`src/rtl/kmls_pkg.sv`:
```
package kmls_pkg;
  localparam int ADDR_W = 18;
  // printed offsets are word indices; byte address is four times the index
  localparam logic [15:0] IDX_DATA = 16'hFE80;
  localparam logic [15:0] IDX_STAT = 16'hFE82;
  localparam logic [15:0] IDX_CTRL = 16'hFE84;
  localparam logic [15:0] IDX_DRIVE = 16'hFE86;
  localparam logic [15:0] IDX_SENSE = 16'hFE88;
  localparam logic [15:0] IDX_MASK = 16'hFE8A;
  localparam logic [7:0] CTRL_RST = 8'h00;
  localparam logic [7:0] DRIVE_RST = 8'h47;
  localparam logic [7:0] MASK_RST = 8'h00;
  localparam int CTRL_EN = 0;
  localparam int CTRL_XMT = 1;
  localparam int CTRL_DEB_LSB = 4;
  localparam int MASK_START = 0;
  localparam int MASK_DONE = 1;
  localparam int ST_START = 0;
  localparam int ST_DONE_B = 1;
  localparam int ST_PARITY_FAULT_FLAG = 2;
  localparam int ST_ACH_LSB = 3;
  localparam int ST_FERR = 6;
  localparam logic [3:0] CNT_PARITY_RX = 4'h8;
  localparam logic [3:0] CNT_LAST = 4'h9;
  localparam logic [3:0] CNT_PARITY_TX = 4'h7;
  localparam logic [3:0] CNT_STOP_TX = 4'h8;
  localparam logic [1:0] RESP_OKAY = 2'h0;
  localparam logic [1:0] RESP_DECERR = 2'h3;
  typedef enum logic [1:0] {
    ST_OFF = 2'b00,
    ST_WAIT = 2'b01,
    ST_ACT = 2'b11,
    ST_END = 2'b10
  } kmls_state_t;

  // channel enable bits of the line drive register, channel 3 at the top
  function automatic logic [3:0] kmls_clk_bits(input logic [7:0] r);
    kmls_clk_bits = {r[7], r[5], r[4], r[3]};
  endfunction

  function automatic logic [3:0] kmls_dat_bits(input logic [7:0] r);
    kmls_dat_bits = {r[6], r[2], r[1], r[0]};
  endfunction

  function automatic logic [2:0] kmls_ach_code(input logic [1:0] ch);
    case (ch)
      2'd0: kmls_ach_code = 3'h1;
      2'd1: kmls_ach_code = 3'h2;
      2'd2: kmls_ach_code = 3'h4;
      default: kmls_ach_code = 3'h5;
    endcase
  endfunction
endpackage

```
`src/rtl/kmls_shifter.sv`:
```
`timescale 1ns/10ps
// Functional notes
// - stop bit: end state, clocks low, done flag
// - end state interrupt when done mask or start mask set
// - end states hold until engine reset
// - enabled transmit starts inactive, clocks low
// - one enabled channel: its clock released
// - start bit: clock fall with data low
// - transmit start drives bit 0, sets drives
// - start sets flag, channel code, interrupt
// - next seven falls drive bits 1 to 7
// - ninth fall drives odd parity bit
// - tenth fall drives stop one, releases data
// - data low at eleventh fall ends transmit
// - transmit end: clocks low, done flag, interrupt
// - clearing all channel enables aborts transfer
// - data byte holds received byte; send shifts it out
// - status clears on engine reset, not read
// - status bit layout start done parity channel
// - channel codes, lowest channel wins
// - drive bit zero pulls data line low
// - engine reset: status zero, lines from bits
// - control bit 0 enable, bit 1 direction
module kmls_shifter
  import kmls_pkg::*;
(
  input wire logic aclk,
  input wire logic aresetn,
  input wire logic [ADDR_W-1:0] s_axi_awaddr,
  input wire logic s_axi_awvalid,
  output logic s_axi_awready,
  input wire logic [31:0] s_axi_wdata,
  input wire logic [3:0] s_axi_wstrb,
  input wire logic s_axi_wvalid,
  output logic s_axi_wready,
  output logic [1:0] s_axi_bresp,
  output logic s_axi_bvalid,
  input wire logic s_axi_bready,
  input wire logic [ADDR_W-1:0] s_axi_araddr,
  input wire logic s_axi_arvalid,
  output logic s_axi_arready,
  output logic [31:0] s_axi_rdata,
  output logic [1:0] s_axi_rresp,
  output logic s_axi_rvalid,
  input wire logic s_axi_rready,
  input wire logic [3:0] clk_line_in,
  output logic [3:0] clk_line_out,
  output logic [3:0] clk_line_oe,
  input wire logic [3:0] dat_line_in,
  output logic [3:0] dat_line_out,
  output logic [3:0] dat_line_oe,
  output logic irq
);

  logic [7:0] link_data_byte;
  logic [7:0] link_control;
  logic [7:0] line_drive_control;
  logic [7:0] link_irq_mask;
  logic [7:0] link_transfer_status;
  kmls_state_t state;
  logic [3:0] cnt;
  logic [1:0] act;
  logic tx_bit;
  logic par_bit;
  logic start_flag, done_flag, parity_fault_flag_flag, ferr_flag;
  logic [2:0] active_channel_field;
  logic [3:0] clk_s1, clk_s2, dat_s1, dat_s2;
  logic [3:0] clk_deb, fall;
  logic [2:0] deb_cnt [4];
  logic [ADDR_W-1:0] aw_addr;
  logic aw_full, w_full;
  logic [7:0] w_byte;
  logic w_lane0;
  logic do_wr;
  logic eng_rst;
  logic [3:0] en_ch, wdat;
  logic transmit_direction_bit;
  logic [3:0] hit;
  logic start_hit;
  logic [1:0] hit_ch;
  logic [1:0] hit_ch_q;
  logic fall_act, dat_act;
  logic [3:0] next_clk_oe, next_dat_oe;

  assign en_ch = kmls_clk_bits(line_drive_control);
  assign wdat = kmls_dat_bits(line_drive_control);
  assign transmit_direction_bit = link_control[CTRL_XMT];
  assign eng_rst = !link_control[CTRL_EN] || (en_ch == 4'h0);

  // ---------------- register bus ----------------
  assign s_axi_awready = !aw_full && !s_axi_bvalid;
  assign s_axi_wready = !w_full && !s_axi_bvalid;
  assign s_axi_arready = !s_axi_rvalid;
  assign do_wr = aw_full && w_full && !s_axi_bvalid;

  always_ff @(posedge aclk) begin
    if (!aresetn) begin
      aw_full <= 1'b0;
      w_full <= 1'b0;
      aw_addr <= '0;
      w_byte <= 8'h00;
      w_lane0 <= 1'b0;
    end else begin
      if (s_axi_awvalid && s_axi_awready) begin
        aw_full <= 1'b1;
        aw_addr <= s_axi_awaddr;
      end else if (do_wr) begin
        aw_full <= 1'b0;
      end
      if (s_axi_wvalid && s_axi_wready) begin
        w_full <= 1'b1;
        w_byte <= s_axi_wdata[7:0];
        w_lane0 <= s_axi_wstrb[0];
      end else if (do_wr) begin
        w_full <= 1'b0;
      end
    end
  end

  function automatic logic [15:0] word_idx(input logic [ADDR_W-1:0] a);
    word_idx = a[17:2];
  endfunction

  function automatic logic mapped(input logic [ADDR_W-1:0] a);
    logic [15:0] i;
    i = a[17:2];
    mapped = (i == IDX_DATA) || (i == IDX_STAT) || (i == IDX_CTRL) ||
             (i == IDX_DRIVE) || (i == IDX_SENSE) || (i == IDX_MASK);
  endfunction

  always_ff @(posedge aclk) begin
    if (!aresetn) begin
      s_axi_bvalid <= 1'b0;
      s_axi_bresp <= RESP_OKAY;
    end else if (do_wr) begin
      s_axi_bvalid <= 1'b1;
      s_axi_bresp <= mapped(aw_addr) ? RESP_OKAY : RESP_DECERR;
    end else if (s_axi_bready) begin
      s_axi_bvalid <= 1'b0;
    end
  end

  always_ff @(posedge aclk) begin
    if (!aresetn) begin
      s_axi_rvalid <= 1'b0;
      s_axi_rdata <= 32'h0000_0000;
      s_axi_rresp <= RESP_OKAY;
    end else if (s_axi_arvalid && s_axi_arready) begin
      s_axi_rvalid <= 1'b1;
      s_axi_rresp <= mapped(s_axi_araddr) ? RESP_OKAY : RESP_DECERR;
      case (word_idx(s_axi_araddr))
        IDX_DATA: s_axi_rdata <= {24'h000000, link_data_byte};
        IDX_STAT: s_axi_rdata <= {24'h000000, link_transfer_status};
        IDX_CTRL: s_axi_rdata <= {24'h000000, link_control};
        IDX_DRIVE: s_axi_rdata <= {24'h000000, line_drive_control};
        IDX_SENSE: s_axi_rdata <= {24'h000000, dat_s2, clk_deb};
        IDX_MASK: s_axi_rdata <= {24'h000000, link_irq_mask};
        default: s_axi_rdata <= 32'h0000_0000;
      endcase
    end else if (s_axi_rready) begin
      s_axi_rvalid <= 1'b0;
    end
  end

  logic wr_ok;
  assign wr_ok = do_wr && w_lane0;

  always_ff @(posedge aclk) begin
    if (!aresetn) begin
      link_control <= CTRL_RST;
      link_irq_mask <= MASK_RST;
    end else if (wr_ok) begin
      if (word_idx(aw_addr) == IDX_CTRL) begin
        link_control <= w_byte;
      end
      if (word_idx(aw_addr) == IDX_MASK) begin
        link_irq_mask <= w_byte;
      end
    end
  end

  // hardware setting the data drives on a transmit start wins over a bus write
  always_ff @(posedge aclk) begin
    if (!aresetn) begin
      line_drive_control <= DRIVE_RST;
    end else if (state == ST_WAIT && start_hit && transmit_direction_bit) begin
      line_drive_control <= line_drive_control | 8'h47;
    end else if (wr_ok && word_idx(aw_addr) == IDX_DRIVE) begin
      line_drive_control <= w_byte;
    end
  end

  // ---------------- line sampling ----------------
  always_ff @(posedge aclk) begin
    if (!aresetn) begin
      clk_s1 <= 4'hF;
      clk_s2 <= 4'hF;
      dat_s1 <= 4'hF;
      dat_s2 <= 4'hF;
    end else begin
      clk_s1 <= clk_line_in;
      clk_s2 <= clk_s1;
      dat_s1 <= dat_line_in;
      dat_s2 <= dat_s1;
    end
  end

  // a new clock level is taken after it stood for debounce setting plus one cycles
  for (genvar i = 0; i < 4; i++) begin : g_deb
    logic take;
    assign take = (clk_s2[i] != clk_deb[i]) &&
                  (deb_cnt[i] == link_control[CTRL_DEB_LSB +: 3]);
    assign fall[i] = take && !clk_s2[i];
    always_ff @(posedge aclk) begin
      if (!aresetn) begin
        clk_deb[i] <= 1'b1;
        deb_cnt[i] <= 3'h0;
      end else if (clk_s2[i] == clk_deb[i] || take) begin
        deb_cnt[i] <= 3'h0;
        if (take) begin
          clk_deb[i] <= clk_s2[i];
        end
      end else begin
        deb_cnt[i] <= deb_cnt[i] + 3'h1;
      end
    end
  end

  // ---------------- shift engine ----------------
  assign hit = fall & ~dat_s2 & en_ch;
  assign start_hit = |hit;
  assign hit_ch = hit[0] ? 2'd0 : hit[1] ? 2'd1 : hit[2] ? 2'd2 : 2'd3;
  assign fall_act = fall[act];
  assign dat_act = dat_s2[act];

  always_ff @(posedge aclk) begin
    if (!aresetn || eng_rst) begin
      state <= ST_OFF;
    end else begin
      unique case (state)
        ST_OFF: state <= ST_WAIT;
        ST_WAIT: if (start_hit) state <= ST_ACT;
        ST_ACT: begin
          if (fall_act && cnt == CNT_LAST && (!transmit_direction_bit || !dat_act)) begin
            state <= ST_END;
          end
        end
        ST_END: state <= ST_END;
      endcase
    end
  end

  always_ff @(posedge aclk) begin
    if (!aresetn || eng_rst) begin
      start_flag <= 1'b0;
      done_flag <= 1'b0;
      parity_fault_flag_flag <= 1'b0;
      ferr_flag <= 1'b0;
      active_channel_field <= 3'h0;
      act <= 2'd0;
    end else if (state == ST_WAIT && start_hit) begin
      start_flag <= 1'b1;
      active_channel_field <= kmls_ach_code(hit_ch);
      act <= hit_ch;
    end else if (state == ST_ACT && fall_act && cnt == CNT_LAST) begin
      if (!transmit_direction_bit) begin
        done_flag <= 1'b1;
        ferr_flag <= !dat_act;
        parity_fault_flag_flag <= !(^link_data_byte ^ par_bit);
      end else if (!dat_act) begin
        done_flag <= 1'b1;
      end
    end
  end

  assign link_transfer_status = {1'b0, ferr_flag, active_channel_field, parity_fault_flag_flag, done_flag, start_flag};

  // edge count after the start edge; saturates at the last bit
  always_ff @(posedge aclk) begin
    if (!aresetn || state != ST_ACT) begin
      cnt <= 4'h0;
    end else if (fall_act && cnt != CNT_LAST) begin
      cnt <= cnt + 4'h1;
    end
  end

  always_ff @(posedge aclk) begin
    if (!aresetn) begin
      link_data_byte <= 8'h00;
      tx_bit <= 1'b1;
      par_bit <= 1'b1;
    end else if (state == ST_WAIT && start_hit && transmit_direction_bit) begin
      tx_bit <= link_data_byte[0];
      par_bit <= ~^link_data_byte;
    end else if (state == ST_ACT && fall_act) begin
      if (!transmit_direction_bit) begin
        if (cnt < CNT_PARITY_RX) begin
          link_data_byte <= {dat_act, link_data_byte[7:1]};
        end else if (cnt == CNT_PARITY_RX) begin
          par_bit <= dat_act;
        end
      end else if (cnt < CNT_PARITY_TX) begin
        tx_bit <= link_data_byte[1];
        link_data_byte <= {1'b0, link_data_byte[7:1]};
      end else if (cnt == CNT_PARITY_TX) begin
        tx_bit <= par_bit;
      end else if (cnt == CNT_STOP_TX) begin
        tx_bit <= 1'b1;
      end
    end else if (wr_ok && word_idx(aw_addr) == IDX_DATA) begin
      link_data_byte <= w_byte;
    end
  end

  // ---------------- line drive (open drain: enable pulls low) ----------------
  always_comb begin
    for (int i = 0; i < 4; i++) begin
      unique case (state)
        ST_OFF: begin
          next_clk_oe[i] = !en_ch[i] || eng_rst == 1'b0;
          next_dat_oe[i] = !wdat[i];
        end
        ST_WAIT: begin
          next_clk_oe[i] = !en_ch[i];
          next_dat_oe[i] = transmit_direction_bit ? !wdat[i] : (!wdat[i] && !en_ch[i]);
        end
        ST_ACT: begin
          next_clk_oe[i] = (act != 2'(i));
          if (transmit_direction_bit && act == 2'(i)) begin
            next_dat_oe[i] = !tx_bit;
          end else begin
            next_dat_oe[i] = !wdat[i] && (transmit_direction_bit || act != 2'(i));
          end
        end
        ST_END: begin
          next_clk_oe[i] = 1'b1;
          next_dat_oe[i] = !wdat[i];
        end
      endcase
    end
  end

  always_ff @(posedge aclk) begin
    if (!aresetn) begin
      clk_line_oe <= 4'hF;
      dat_line_oe <= 4'h0;
    end else begin
      clk_line_oe <= next_clk_oe;
      dat_line_oe <= next_dat_oe;
    end
  end

  assign clk_line_out = 4'h0;
  assign dat_line_out = 4'h0;

  assign irq = (start_flag && link_irq_mask[MASK_START]) ||
               (done_flag && link_irq_mask[MASK_DONE]);

  always_ff @(posedge aclk) begin
    hit_ch_q <= hit_ch;
  end
endmodule

```
`config.mk`:
```
export PLATFORM = sky130hd
export DESIGN_NAME = kmls_shifter
export DESIGN_NICKNAME = d
export VERILOG_FILES = /design/src/rtl/kmls_pkg.sv /design/src/rtl/kmls_shifter.sv
export SDC_FILE = /design/constraint.sdc
export NUM_CORES = 1
export LEC_CHECK = 0
export BUFFER_PORTS_ARGS = -buffer_cell sky130_fd_sc_hd__buf_2
export CORE_ASPECT_RATIO = 1.4
export CORE_UTILIZATION = 54
export CTS_CLUSTER_SIZE = 25
export DETAILED_ROUTE_END_ITERATION = 10
export PLACE_DENSITY = 0.9
export SETUP_SLACK_MARGIN = 0.15
export SYNTH_ARGS = -nofsm -noshare
export SYNTH_HDL_FRONTEND = slang
export SYNTH_SLANG_ARGS = --single-unit
```
`constraint.sdc`:
```
create_clock -name aclk -period 2.7 [get_ports aclk]
set_input_delay 0.27 -clock aclk [delete_from_list [all_inputs] [get_ports aclk]]
set_output_delay 0.27 -clock aclk [all_outputs]
set_load 0.05 [all_outputs]
```
**After elaboration in Yosys (flattened, before gate mapping)**

Memories as Yosys holds them, arrays and structs flattened.
Cells that the tools add are included.

- Muxes and demuxes: 88
- Multiply operators: 0
- Divide/modulo/power cells: 0
- Eq/ne operators: 47
- Reductions and logical operators: 120
- Shifts and indexed selects: 0
- $add $sub $neg: 5
- $lt $le $gt $ge: 3
- Bitwise operators: 17

Operators by type and width:

| cell | count |
|---|---|
| $eq 16x16->1 const B | 12 |
| $mux 1 | 56 |
| $pmux 8 s6 | 1 |
| $mux 8 | 5 |
| $logic_and 1x1->1 | 39 |
| $logic_or 1x1->1 | 27 |
| $mux 3 | 8 |
| $logic_not 1->1 | 22 |
| $reduce_bool 2->1 | 9 |
| $pmux 1 s4 | 4 |
| $reduce_and 2->1 | 8 |
| $ne 2x2->1 const B | 7 |
| $add 3x1->3 const B | 4 |
| $eq 3x3->1 | 4 |
| $mux 2 | 6 |
| $pmux 1 s3 | 4 |
| $eq 2x2->1 const B | 5 |
| $pmux 3 s3 | 1 |
| $reduce_and 3->1 | 3 |
| $and 4x4->4 | 2 |
| $eq 4x4->1 const B | 2 |
| $or 1x1->1 | 8 |
| $pmux 2 s4 | 1 |
| $reduce_and 4->1 | 2 |
| 22 further kinds | 40 |

- Latch bits: 0
- Memories: 1
- Register bits after elaboration: 144
- Bits in writable memories: 12
- Memory bits (read-only): 0
- Output and inout port bits: 58

Memory list:

| name | depth | width | rd ports | clocked after memory_dff | write ports | RTL line | text |
|---|---|---|---|---|---|---|---|
| deb_cnt | 4 | 3 | 4 | 0 | 4 | kmls_shifter.sv:69 | `logic [2:0] deb_cnt [4];` |

**Depth between registers and ports, before layout**

Gate-level depths: netlist of the first run.
An unclocked memory read counts as a cell.

- Word-level depth: 11
- Mapped depth: 8
- Mapped depth without buffers: 8

**Worst setup path after synthesis of the first run**

No wires, ideal clock.

- Kind: reg2reg
- Start: reg s_axi_bvalid
- End: reg aw_addr[12]
- Cell stages (with the launch flop): 7
- Slack: 462 ps
- Data required time: 2,629 ps
- Period minus slack after synthesis: 2,238 ps
- Library setup time: 71 ps
- Arrival: 2,167 ps
- Cell sequence: dfxtp_1 nor2_1 and2_1 clkbuf_1 clkbuf_1 nand2_1 a21oi_1

- Word-level cells in the longest chain between the ends: 3

Ends and longest elaborated chain:

| item | RTL line | text |
|---|---|---|
| start, declared | kmls_shifter.sv:37 | `output logic s_axi_bvalid,` |
| start signal, assigned | kmls_shifter.sv:133 | `s_axi_bvalid <= 1'b0;` |
| start signal, assigned | kmls_shifter.sv:136 | `s_axi_bvalid <= 1'b1;` |
| start signal, assigned | kmls_shifter.sv:139 | `s_axi_bvalid <= 1'b0;` |
| $logic_not 1->1 | kmls_shifter.sv:91 | `assign s_axi_awready = !aw_full && !s_axi_bvalid;` |
| $logic_and 1x1->1 | kmls_shifter.sv:91 |  |
| via s_axi_awready | kmls_shifter.sv:31 | `output logic s_axi_awready,` |
| $logic_and 1x1->1 | kmls_shifter.sv:104 | `if (s_axi_awvalid && s_axi_awready) begin` |
| end signal, assigned | kmls_shifter.sv:106 | `aw_addr <= s_axi_awaddr;` |
| end, declared | kmls_shifter.sv:70 | `logic [ADDR_W-1:0] aw_addr;` |

The timed path passes the listed nets, and every way through them passes these cells.
A chain may end at the register's enable or synchronous reset.

**Worst setup path in the final report of the first run**

- Start: reg link_control[5]
- End: reg ferr_flag

- Word-level cells in the longest chain between the ends: 9

Ends and longest elaborated chain:

| item | RTL line | text |
|---|---|---|
| start, declared | kmls_shifter.sv:56 | `logic [7:0] link_control;` |
| start signal, assigned | kmls_shifter.sv:174 | `link_control <= w_byte;` |
| $eq 3x3->1 | kmls_shifter.sv:212 | `(deb_cnt[i] == link_control[CTRL_DEB_LSB +: 3]);` |
| $logic_and 1x1->1 | kmls_shifter.sv:211 | `assign take = (clk_s2[i] != clk_deb[i]) &&` |
| $logic_and 1x1->1 | kmls_shifter.sv:213 | `assign fall[i] = take && !clk_s2[i];` |
| $and 4x4->4 (2 in a row) | kmls_shifter.sv:230 | `assign hit = fall & ~dat_s2 & en_ch;` |
| $reduce_or 4->1 | kmls_shifter.sv:231 | `assign start_hit = \|hit;` |
| $logic_and 1x1->1 | kmls_shifter.sv:261 | `end else if (state == ST_WAIT && start_hit) begin` |
| $not 1->1 (no line) | -- |  |
| $reduce_and 3->1 (no line) * | -- |  |
| end signal, assigned | kmls_shifter.sv:268 | `ferr_flag <= !dat_act;` |
| end, declared | kmls_shifter.sv:65 | `logic start_flag, done_flag, parity_fault_flag_flag, ferr_flag;` |

Every way passes the cells marked *; elsewhere a longest branch is shown, timed or not. The select of a mux whose other input is x is not followed.

==> flow_metrics.py, run 1 <==
metrics = {
    "sta": {
        "skew_ns": 0.00611,
        "tightest_slew_ns": 0.620,
        "finalMaxSlewViolations": 0,
        "post-route-period-util_pct": 90.8,
        "slew_headroom_pct": 58.6,
        "timing.fmax_mhz": 408,
        "hold_violations": 0,
        "setup_violations": 0,
        "final.setup.worst_slack_ns": 0.247,
        "period_needed_ns": 2.45,
        "tns_ns": 0,
        "rsz0062_at_grt": "no",
    },
    "route": {
        "drc_errors": 0,
        "avgRoutedWirePerCell_um": 17.5,
        "ant_nets": 0,
        "routed_wl_um": 16400,
        "num_vias": 5446,
        "vias_per_cell": 5.82,
        "drt_iter0_drc": 395,
        "dr.pass1.iters": 6,
    },
    "global_routing": {
        "grt_pass1_wl_um": 25500,
        "grtUsageTotal_pct": 27.6,
        "overflow": 0,
        "antenna_found_initial": 0,
        "grt_pass1_vias": 5186,
        "grt_max_degree": 27,
    },
    "floorplanning": {
        "die_h_um": 131,
        "ios": 145,
        "die_x_um": 94.1,
        "fp-row-count": 46,
        "core_sq_mm": 0.0115,
        "fp.dieArea_sq_mm": 0.0123,
        "initial_utilization_pct": 56.0,
    },
    "worst_setup_path": {
        "end_kind": "register",
        "critPathArrivalTime_ns": 2.76,
        "path_max_fanout": 7,
        "worstPathRequired_ns": 3.00,
        "cp-start-kind": "register",
        "reg2reg_setup_slack_ns": 0.25,
        "crit_type": "reg2reg",
    },
    "clock_network": {
        "root_buffer": "clkbuf_16",
        "htreeDepth": 4,
        "hold_buffers": 0,
        "post_cts_buffers": 0,
        "cts_made_buffers": 17,
        "clk_latency_ns": 0.42,
        "clk_pin_slew_ns": 0.06,
        "cts_resized": 0,
        "clock_path_buffers": 2,
        "tritoncts": "built",
        "numClockSinks": 127,
    },
    "pwr": {
        "ir_drop_mv": 0.564,
        "p_per_area_mw_per_mm2": 639,
        "p_leak_nw": 2.99,
    },
    "run_status": {
        "status": "finished clean",
    },
    "final_layout": {
        "n_antenna_cell": 0,
        "final_util_pct": 64.2,
        "fin_area_sq_mm": 0.00735,
        "layout_commonest_cell": "dfxtp_1",
        "nNetsFinal": 874,
        "layout_common_cells": "115 x dfxtp_1, 90 x nand2_1, 81 x buf_2",
        "syn2layout_area_growth_pct": 14.7,
        "drive_gt1_share_pct": 21.3,
    },
    "synth": {
        "synth_edf_count": 12,
        "async_reset_ff_share_pct": 0,
        "avgSynthCellArea_sq_um": 9.25,
        "synth_seq_cells": 127,
        "yosys_most_used_dff": "dfxtp_1",
        "syn-cell-area_sq_mm": 0.00641,
        "yosysSeqAreaShare_pct": 41.5,
        "synth_cell_types": 76,
        "yosysWarnings": 0,
        "synthCells": 693,
    },
    "flow_run": {
        "maxCapViolCount": 0,
    },
    "placed_design": {
        "place_ws_ns": 0.372,
        "routabilityCongestion": 0.914,
        "numPortBuffers": 81,
        "placed_cell_area_sq_mm": 0.00677,
        "dp_hpwl_um": 11000,
    },
    "min_path": {
        "min_path_type": "in2reg",
    },
}
[stage by stage]
stage | hold WS [ns] | power (W) | std cells
final | 0.0312 | 0.00470 | 936
after global routing | 0.0325 | 0.00485 | 936
after CTS | 0.0214 | 0.00471 | 936
after detailed placement | 0.395 | 0.00249 | 904
after global placement | 0.390 | 0.00248 | 904
after floorplan | 0.370 | 0.00242 | 735
[final cells by class]
type | count | area [sq um]
flip-flops and latches | 127 | 2660
inverters | 20 | 75.1
clock inverters | 13 | 139
clock buffers | 19 | 443
well taps | 144 | 180
fillers | 825 | 4100
multi-input cells | 520 | 3360
repair buffers | 93 | 495
[cells by family after synthesis]
kind of cell	count (synthesis)	share of synthesized area [%]
AOI/OAI and AO/OA	124	13.2
and+or+nand+nor	263	21.3
other	2	0.117
adders and majority gates	8	1.56
buffers and inverters	88	8.53
xor gates and xnor gates	29	5.19
muxes	52	8.57
DFF	127	41.5
[power breakdown]
part,internal (W),leakage [nW],switching (W),total (W)
Combinational,0.000120,1.65,0.000324,0.000444
Sequential,0.00196,1.06,0.0000551,0.00202
Clock,0.00138,0.280,0.000856,0.00224
[per-layer routing]
metal / track usage [%] / share of wire (%) / routed length [um] / vias up
li1: - / - / - / 2511
met1: 28.8 / 35 / 5820 / 2514
met2: 47.1 / 50 / 8210 / 325
met3: 6.89 / 7.0 / 1150 / 96
met4: 21.7 / 7.5 / 1220 / 0
met5: 0 / 0 / 0 / -
[sequential cells by signal, indices dropped and copies added (netlist names), 8 cells and up]
name,count
link_control,8
aw_addr,16
link_data_byte,8
line_drive_control,8
deb_cnt,12
link_irq_mask,8
w_byte,8
s_axi_rdata,8
[cell usage after synthesis, types with 4 or more instances]
master	number	share of area (%)
o21ai_0	8	0.62
nor4_4	4	1.3
nor3_1	12	0.94
or3_1	6	0.59
nand2b_1	20	2.0
a221oi_1	7	0.96
nor4_1	8	0.78
nand2_1	90	5.3
a21oi_1	56	4.4
nor3_2	5	0.78
o221a_1	8	1.4
edfxtp_1	12	5.6
xor2_2	8	2.0
nand3b_1	6	0.70
nor2_1	72	4.2
buf_4	36	4.2
mux2i_1	47	7.3
dfxtp_1	115	36
xnor2_1	17	2.3
a21o_1	6	0.70
clkbuf_1	18	1.1
a211oi_1	7	0.82
ha_1	8	1.6
buf_6	5	0.88
nand3_1	8	0.62
nor2b_1	8	0.78
inv_1	18	1.1
o22ai_1	7	0.68
[path summary, 6_finish.rpt]
check,from,endpoint,depth (start not counted)
worst max-delay path,link_control[5]$_SDFFE_PN0P_,ferr_flag$_SDFFE_PP0P_,6
worst min register to register,dat_s1[0]$_SDFF_PN1_,dat_s2[0]$_SDFF_PN1_,1
worst min-delay path,dat_line_in[2],dat_s1[2]$_SDFF_PN1_,2
worst max register to register,link_control[5]$_SDFFE_PN0P_,ferr_flag$_SDFFE_PP0P_,6
[critical path, cell delays in order (launching register included)]
cell and delay (ns):
dfxtp_1 0.63, xor2_2 0.20, nor4_4 0.54, o21ai_2 0.22
a211oi_2 0.35, nor2_1 0.10, a211oi_1 0.29
Note: power is estimated with default switching activity, not from simulation.
==> run 2: changes to the inputs <==
HOLD_SLACK_MARGIN = 0.05   (was default)
==> flow_metrics.py, run 2 (same netlist as run 1, synthesis figures left out) <==
metrics = {
    "floorplanning": {
        "die_x_um": 94.1,
        "die_h_um": 131,
        "ios": 145,
        "core_sq_mm": 0.0115,
        "initial_utilization_pct": 56.0,
        "fp.dieArea_sq_mm": 0.0123,
        "fp-row-count": 46,
    },
    "worst_setup_path": {
        "r2r-start": "link_control[5]$_SDFFE_PN0P_",
        "reg2regPathDepth": 6,
        "cp-start-kind": "register",
        "cp_top_family": "compound AO/OA/AOI/OAI gates",
        "crit_type": "reg2reg",
        "path_max_fanout": 8,
        "cp_cell_sequence": "xor2_2 > nor4_4 > o21ai_2 > a21oi_1 > o21a_1 > o221a_1",
        "r2r-end": "link_data_byte[2]$_SDFFE_PN0P_",
        "critPathArrivalTime_ns": 2.80,
        "end_kind": "register",
        "worstPathRequired_ns": 3.06,
        "reg2reg_setup_slack_ns": 0.25,
        "slowest_stage": "dfxtp_1",
        "critPathBufInv": 0,
        "critPathMaxStageDelay_ns": 0.62,
    },
    "sta": {
        "rsz0062_at_grt": "no",
        "period_needed_ns": 2.45,
        "post-route-period-util_pct": 90.7,
        "setup_violations": 0,
        "holdWs_ns": 0.0634,
        "skew_ns": 0.00875,
        "hold_violations": 0,
        "timing.fmax_mhz": 408,
        "tightest_slew_ns": 0.621,
        "finalMaxSlewViolations": 0,
        "slew_headroom_pct": 58.5,
        "tns_ns": 0,
    },
    "route": {
        "avgRoutedWirePerCell_um": 17.8,
        "dr.pass1.iters": 6,
        "ant_nets": 0,
        "routed_wl_um": 16800,
        "drc_errors": 0,
        "drt_iter0_drc": 409,
        "num_vias": 5508,
        "vias_per_cell": 5.83,
    },
    "global_routing": {
        "grt_max_degree": 27,
        "overflow": 0,
        "grtUsageTotal_pct": 28.1,
        "grt_pass1_wl_um": 25900,
        "grt_pass1_vias": 5191,
        "antenna_found_initial": 0,
    },
    "final_layout": {
        "nNetsFinal": 882,
        "register_area_sq_mm": 0.00266,
        "multi_input_area_sq_mm": 0.00336,
        "final_cells": 944,
        "largest_reg_flops": 16,
        "n_antenna_cell": 0,
        "drive_gt1_share_pct": 21.1,
        "fillCellCount": 810,
        "layout_common_cells": "115 x dfxtp_1, 90 x nand2_1, 81 x buf_2",
        "syn2layout_area_growth_pct": 16.0,
        "layout_commonest_cell": "dfxtp_1",
        "largest-register": "aw_addr",
        "top_regs": "aw_addr: 16 flops, deb_cnt: 12 flops",
    },
    "pwr": {
        "switching_share_pct": 26.4,
        "finalPower_w": 0.00472,
        "switching_power_w": 0.00124,
        "clockPowerShare_pct": 47.5,
        "ir_drop_mv": 0.571,
        "p_leak_nw": 3.02,
        "p_per_area_mw_per_mm2": 634,
        "p_comb_share_pct": 9.7,
        "internal_power_w": 0.00347,
        "power_frac_seq_pct": 42.8,
    },
    "clock_network": {
        "cts_made_buffers": 17,
        "htreeDepth": 4,
        "root_buffer": "clkbuf_16",
        "numClockSinks": 127,
        "clk_pin_slew_ns": 0.06,
        "tritoncts": "built",
        "clk_latency_ns": 0.42,
        "clock_path_buffers": 2,
        "cts_resized": 0,
    },
    "min_path": {
        "hold_end": "clk_s1[0]$_SDFF_PN1_",
        "min_path_type": "in2reg",
        "holdPathStages": 2,
        "hp-start": "clk_line_in[0]",
    },
    "run_status": {
        "status": "finished clean",
    },
    "placed_design": {
        "place_inst": 904,
        "numPortBuffers": 81,
        "routabilityCongestion": 0.914,
        "dp_hpwl_um": 11000,
    },
    "flow_run": {
        "maxCapViolCount": 0,
    },
}
==> run 2: cell count changes in the layout (fill, tap and decap cells not counted), sizes merged <==
| cell | delta |
|---|---|
| dlygate4sd3 | +8 |
==> run 2: layer usage <==
layer	vias to the layer above	GRT usage (%)	wire length (um)
li1	2531	-	-
met1	2551	29.9	6130
met2	327	48.0	8470
met3	99	6.94	1130
met4	0	20.6	1090
met5	-	0	0
==> run 2: area by class of cell <==
cell class / count / area share, %
timing repair buffer: 101 / 7.74
inverter: 20 / 1.01
multi-input combinational: 520 / 45.2
tap: 144 / 2.42
clock buffer: 19 / 5.96
sequential: 127 / 35.8
clock inverter: 13 / 1.87
==> run 2: worst max path at each step <==
stage,end,slack (ns),start,cells after the start
2_1_floorplan,aw_addr[12]$_SDFFE_PN0P_,0.46,s_axi_bvalid$_SDFFE_PN0P_,6
5_1_grt,ferr_flag$_SDFFE_PP0P_,0.16,link_control[4]$_SDFFE_PN0P_,6
3_3_place_gp,link_data_byte[4]$_SDFFE_PN0P_,0.44,link_control[5]$_SDFFE_PN0P_,6
6_report,link_data_byte[2]$_SDFFE_PN0P_,0.25,link_control[5]$_SDFFE_PN0P_,6
4_1_cts,ferr_flag$_SDFFE_PP0P_,0.32,link_control[5]$_SDFFE_PN0P_,6
3_5_place_dp,link_data_byte[2]$_SDFFE_PN0P_,0.37,link_control[5]$_SDFFE_PN0P_,6
==> run 2: power groups by stage <==
stage	registers (W)	clock network (W)	logic, W
after floorplan	0.00207	0	0.000349
after global placement	0.00205	0	0.000427
after detailed placement	0.00205	0	0.000434
after CTS	0.00202	0.00225	0.000450
after global routing	0.00202	0.00234	0.000489
final	0.00202	0.00224	0.000456
==> run 2: metrics by stage <==
stage          instance area [sq um]  worst slack [ns]  utilization [%]
4_1_cts                         7430             0.317             64.9
3_3_place_gp                    6770             0.440             59.1
5_1_grt                         7430             0.159             64.9
6_report                        7430             0.251             64.9
2_1_floorplan                   6570             0.462                -
3_5_place_dp                    6770             0.372             59.1
==> run 2: what timing repair did <==
item / in CTS / in global routing
hold buffers: 8 / 0
setup buffers: 0 / 0
endpoints found under the hold margin: 8 / 0
==> run 3: changes to the inputs <==
CELL_PAD_IN_SITES_DETAIL_PLACEMENT = 1   (was default)
CELL_PAD_IN_SITES_GLOBAL_PLACEMENT = 2   (was default)
CORE_UTILIZATION = 33   (was 54)
==> flow_metrics.py, run 3 (same netlist as run 1, synthesis figures left out) <==
metrics = {
    "sta": {
        "post-route-period-util_pct": 86.1,
        "finalMaxSlewViolations": 0,
        "skew_ns": 0.00720,
        "hold_violations": 0,
        "tns_ns": 0,
        "timing.fmax_mhz": 430,
        "setup_violations": 0,
        "period_needed_ns": 2.32,
        "final.setup.worst_slack_ns": 0.376,
        "tightest_slew_ns": 0.747,
        "slew_headroom_pct": 50.1,
        "rsz0062_at_grt": "no",
    },
    "clock_network": {
        "cts_resized": 0,
        "post_cts_buffers": 0,
        "clock_path_buffers": 2,
        "clk_pin_slew_ns": 0.06,
        "htreeDepth": 4,
        "numClockSinks": 127,
        "root_buffer": "clkbuf_16",
        "cts_made_buffers": 17,
        "clk_latency_ns": 0.43,
        "hold_buffers": 9,
        "tritoncts": "built",
    },
    "final_layout": {
        "register_area_sq_mm": 0.00266,
        "layout_commonest_cell": "dfxtp_1",
        "nNetsFinal": 885,
        "n_antenna_cell": 0,
        "syn2layout_area_growth_pct": 18.5,
        "drive_gt1_share_pct": 21.4,
        "fillCellCount": 2246,
        "largest_reg_flops": 16,
        "largest-register": "aw_addr",
        "top_regs": "aw_addr: 16 flops, deb_cnt: 12 flops",
        "multi_input_area_sq_mm": 0.00336,
        "layout_common_cells": "115 x dfxtp_1, 90 x nand2_1, 81 x buf_2",
    },
    "route": {
        "avgRoutedWirePerCell_um": 16.9,
        "drc_errors": 0,
        "vias_per_cell": 4.94,
        "routed_wl_um": 17800,
        "dr.pass1.iters": 4,
        "ant_nets": 0,
        "drt_iter0_drc": 282,
        "num_vias": 5190,
    },
    "placed_design": {
        "numPortBuffers": 81,
        "dp_hpwl_um": 13100,
        "place_ws_ns": 0.399,
        "routabilityCongestion": 0.805,
    },
    "floorplanning": {
        "ios": 145,
        "fp.dieArea_sq_mm": 0.0200,
        "die_x_um": 120,
        "fp-row-count": 60,
        "die_h_um": 167,
        "core_sq_mm": 0.0191,
        "initial_utilization_pct": 33.5,
    },
    "worst_setup_path": {
        "critPathLaunch": "link_control[4]$_SDFFE_PN0P_",
        "r2r-start": "link_control[4]$_SDFFE_PN0P_",
        "end_kind": "register",
        "critPathArrivalTime_ns": 2.69,
        "cp-start-kind": "register",
        "reg2regPathDepth": 6,
        "reg2reg_setup_slack_ns": 0.38,
        "crit_type": "reg2reg",
        "path_max_fanout": 8,
        "worstPathRequired_ns": 3.07,
    },
    "min_path": {
        "holdPathStages": 3,
        "hp-start": "s_axi_wdata[5]",
        "min_path_type": "in2reg",
    },
    "global_routing": {
        "grt_pass1_wl_um": 28300,
        "overflow": 0,
        "grt_pass1_vias": 5306,
        "antenna_found_initial": 0,
        "grt_max_degree": 45,
        "grtUsageTotal_pct": 18.7,
    },
    "run_status": {
        "status": "finished clean",
    },
    "pwr": {
        "p_per_area_mw_per_mm2": 619,
        "ir_drop_mv": 0.469,
        "p_leak_nw": 3.04,
    },
    "flow_run": {
        "maxCapViolCount": 0,
    },
}
-- run 3: cell types whose count changed in the layout (fill, tap and decap cells not counted), sizes merged --
cell,delta
inv,+7
clkinv,-4
dlygate4sd3,+1
bufinv,-2
buf,+2
clkinvlp,-1
-- run 3: final cells by class --
type	count	share of cell area (%)
tap	248	4.08
clock buffer	19	6.11
multi-input combinational	520	44.2
clock inverter	13	1.50
timing repair buffer	104	8.07
inverter	20	0.988
sequential	127	35.0
-- run 3: through the flow --
step / hold WS (ns) / area [sq um] / util [%] / total power (W) / instances
2_1_floorplan: 0.370 / 6570 / - / 0.00242 / 735
3_3_place_gp: 0.391 / 6930 / 36.2 / 0.00250 / 1010
3_5_place_dp: 0.396 / 6930 / 36.2 / 0.00251 / 1010
4_1_cts: 0.0681 / 7600 / 39.7 / 0.00475 / 1051
5_1_grt: 0.0646 / 7600 / 39.7 / 0.00489 / 1051
6_report: 0.0798 / 7600 / 39.7 / 0.00471 / 1051
-- run 3: final timing paths --
check                                                 endpoint
worst max-delay path            link_data_byte[0]$_SDFFE_PN0P_
worst min-delay path                    w_byte[5]$_SDFFE_PN0P_
worst max register to register  link_data_byte[0]$_SDFFE_PN0P_
worst min register to register            dat_s2[1]$_SDFF_PN1_
-- run 3: worst max-delay path, stage by stage, from the launching register on --
cell and delay [ns]:
dfxtp_1 0.60, xor2_2 0.19, nor4_4 0.50, o21ai_2 0.22
a21oi_1 0.16, o21a_1 0.35, o221a_1 0.23
-- run 3: routing by layer --
metal	global-route usage [%]	routed length [um]
met2	32.3	9010
met1	21.0	7250
met4	10.2	774
met5	0	0
met3	4.45	750
-- run 3: power by group --
part           internal (W)  total (W)  switching (W)
registers           0.00196    0.00202      0.0000596
clock network       0.00128    0.00223       0.000945
logic              0.000127   0.000455       0.000328
total               0.00337    0.00471        0.00133
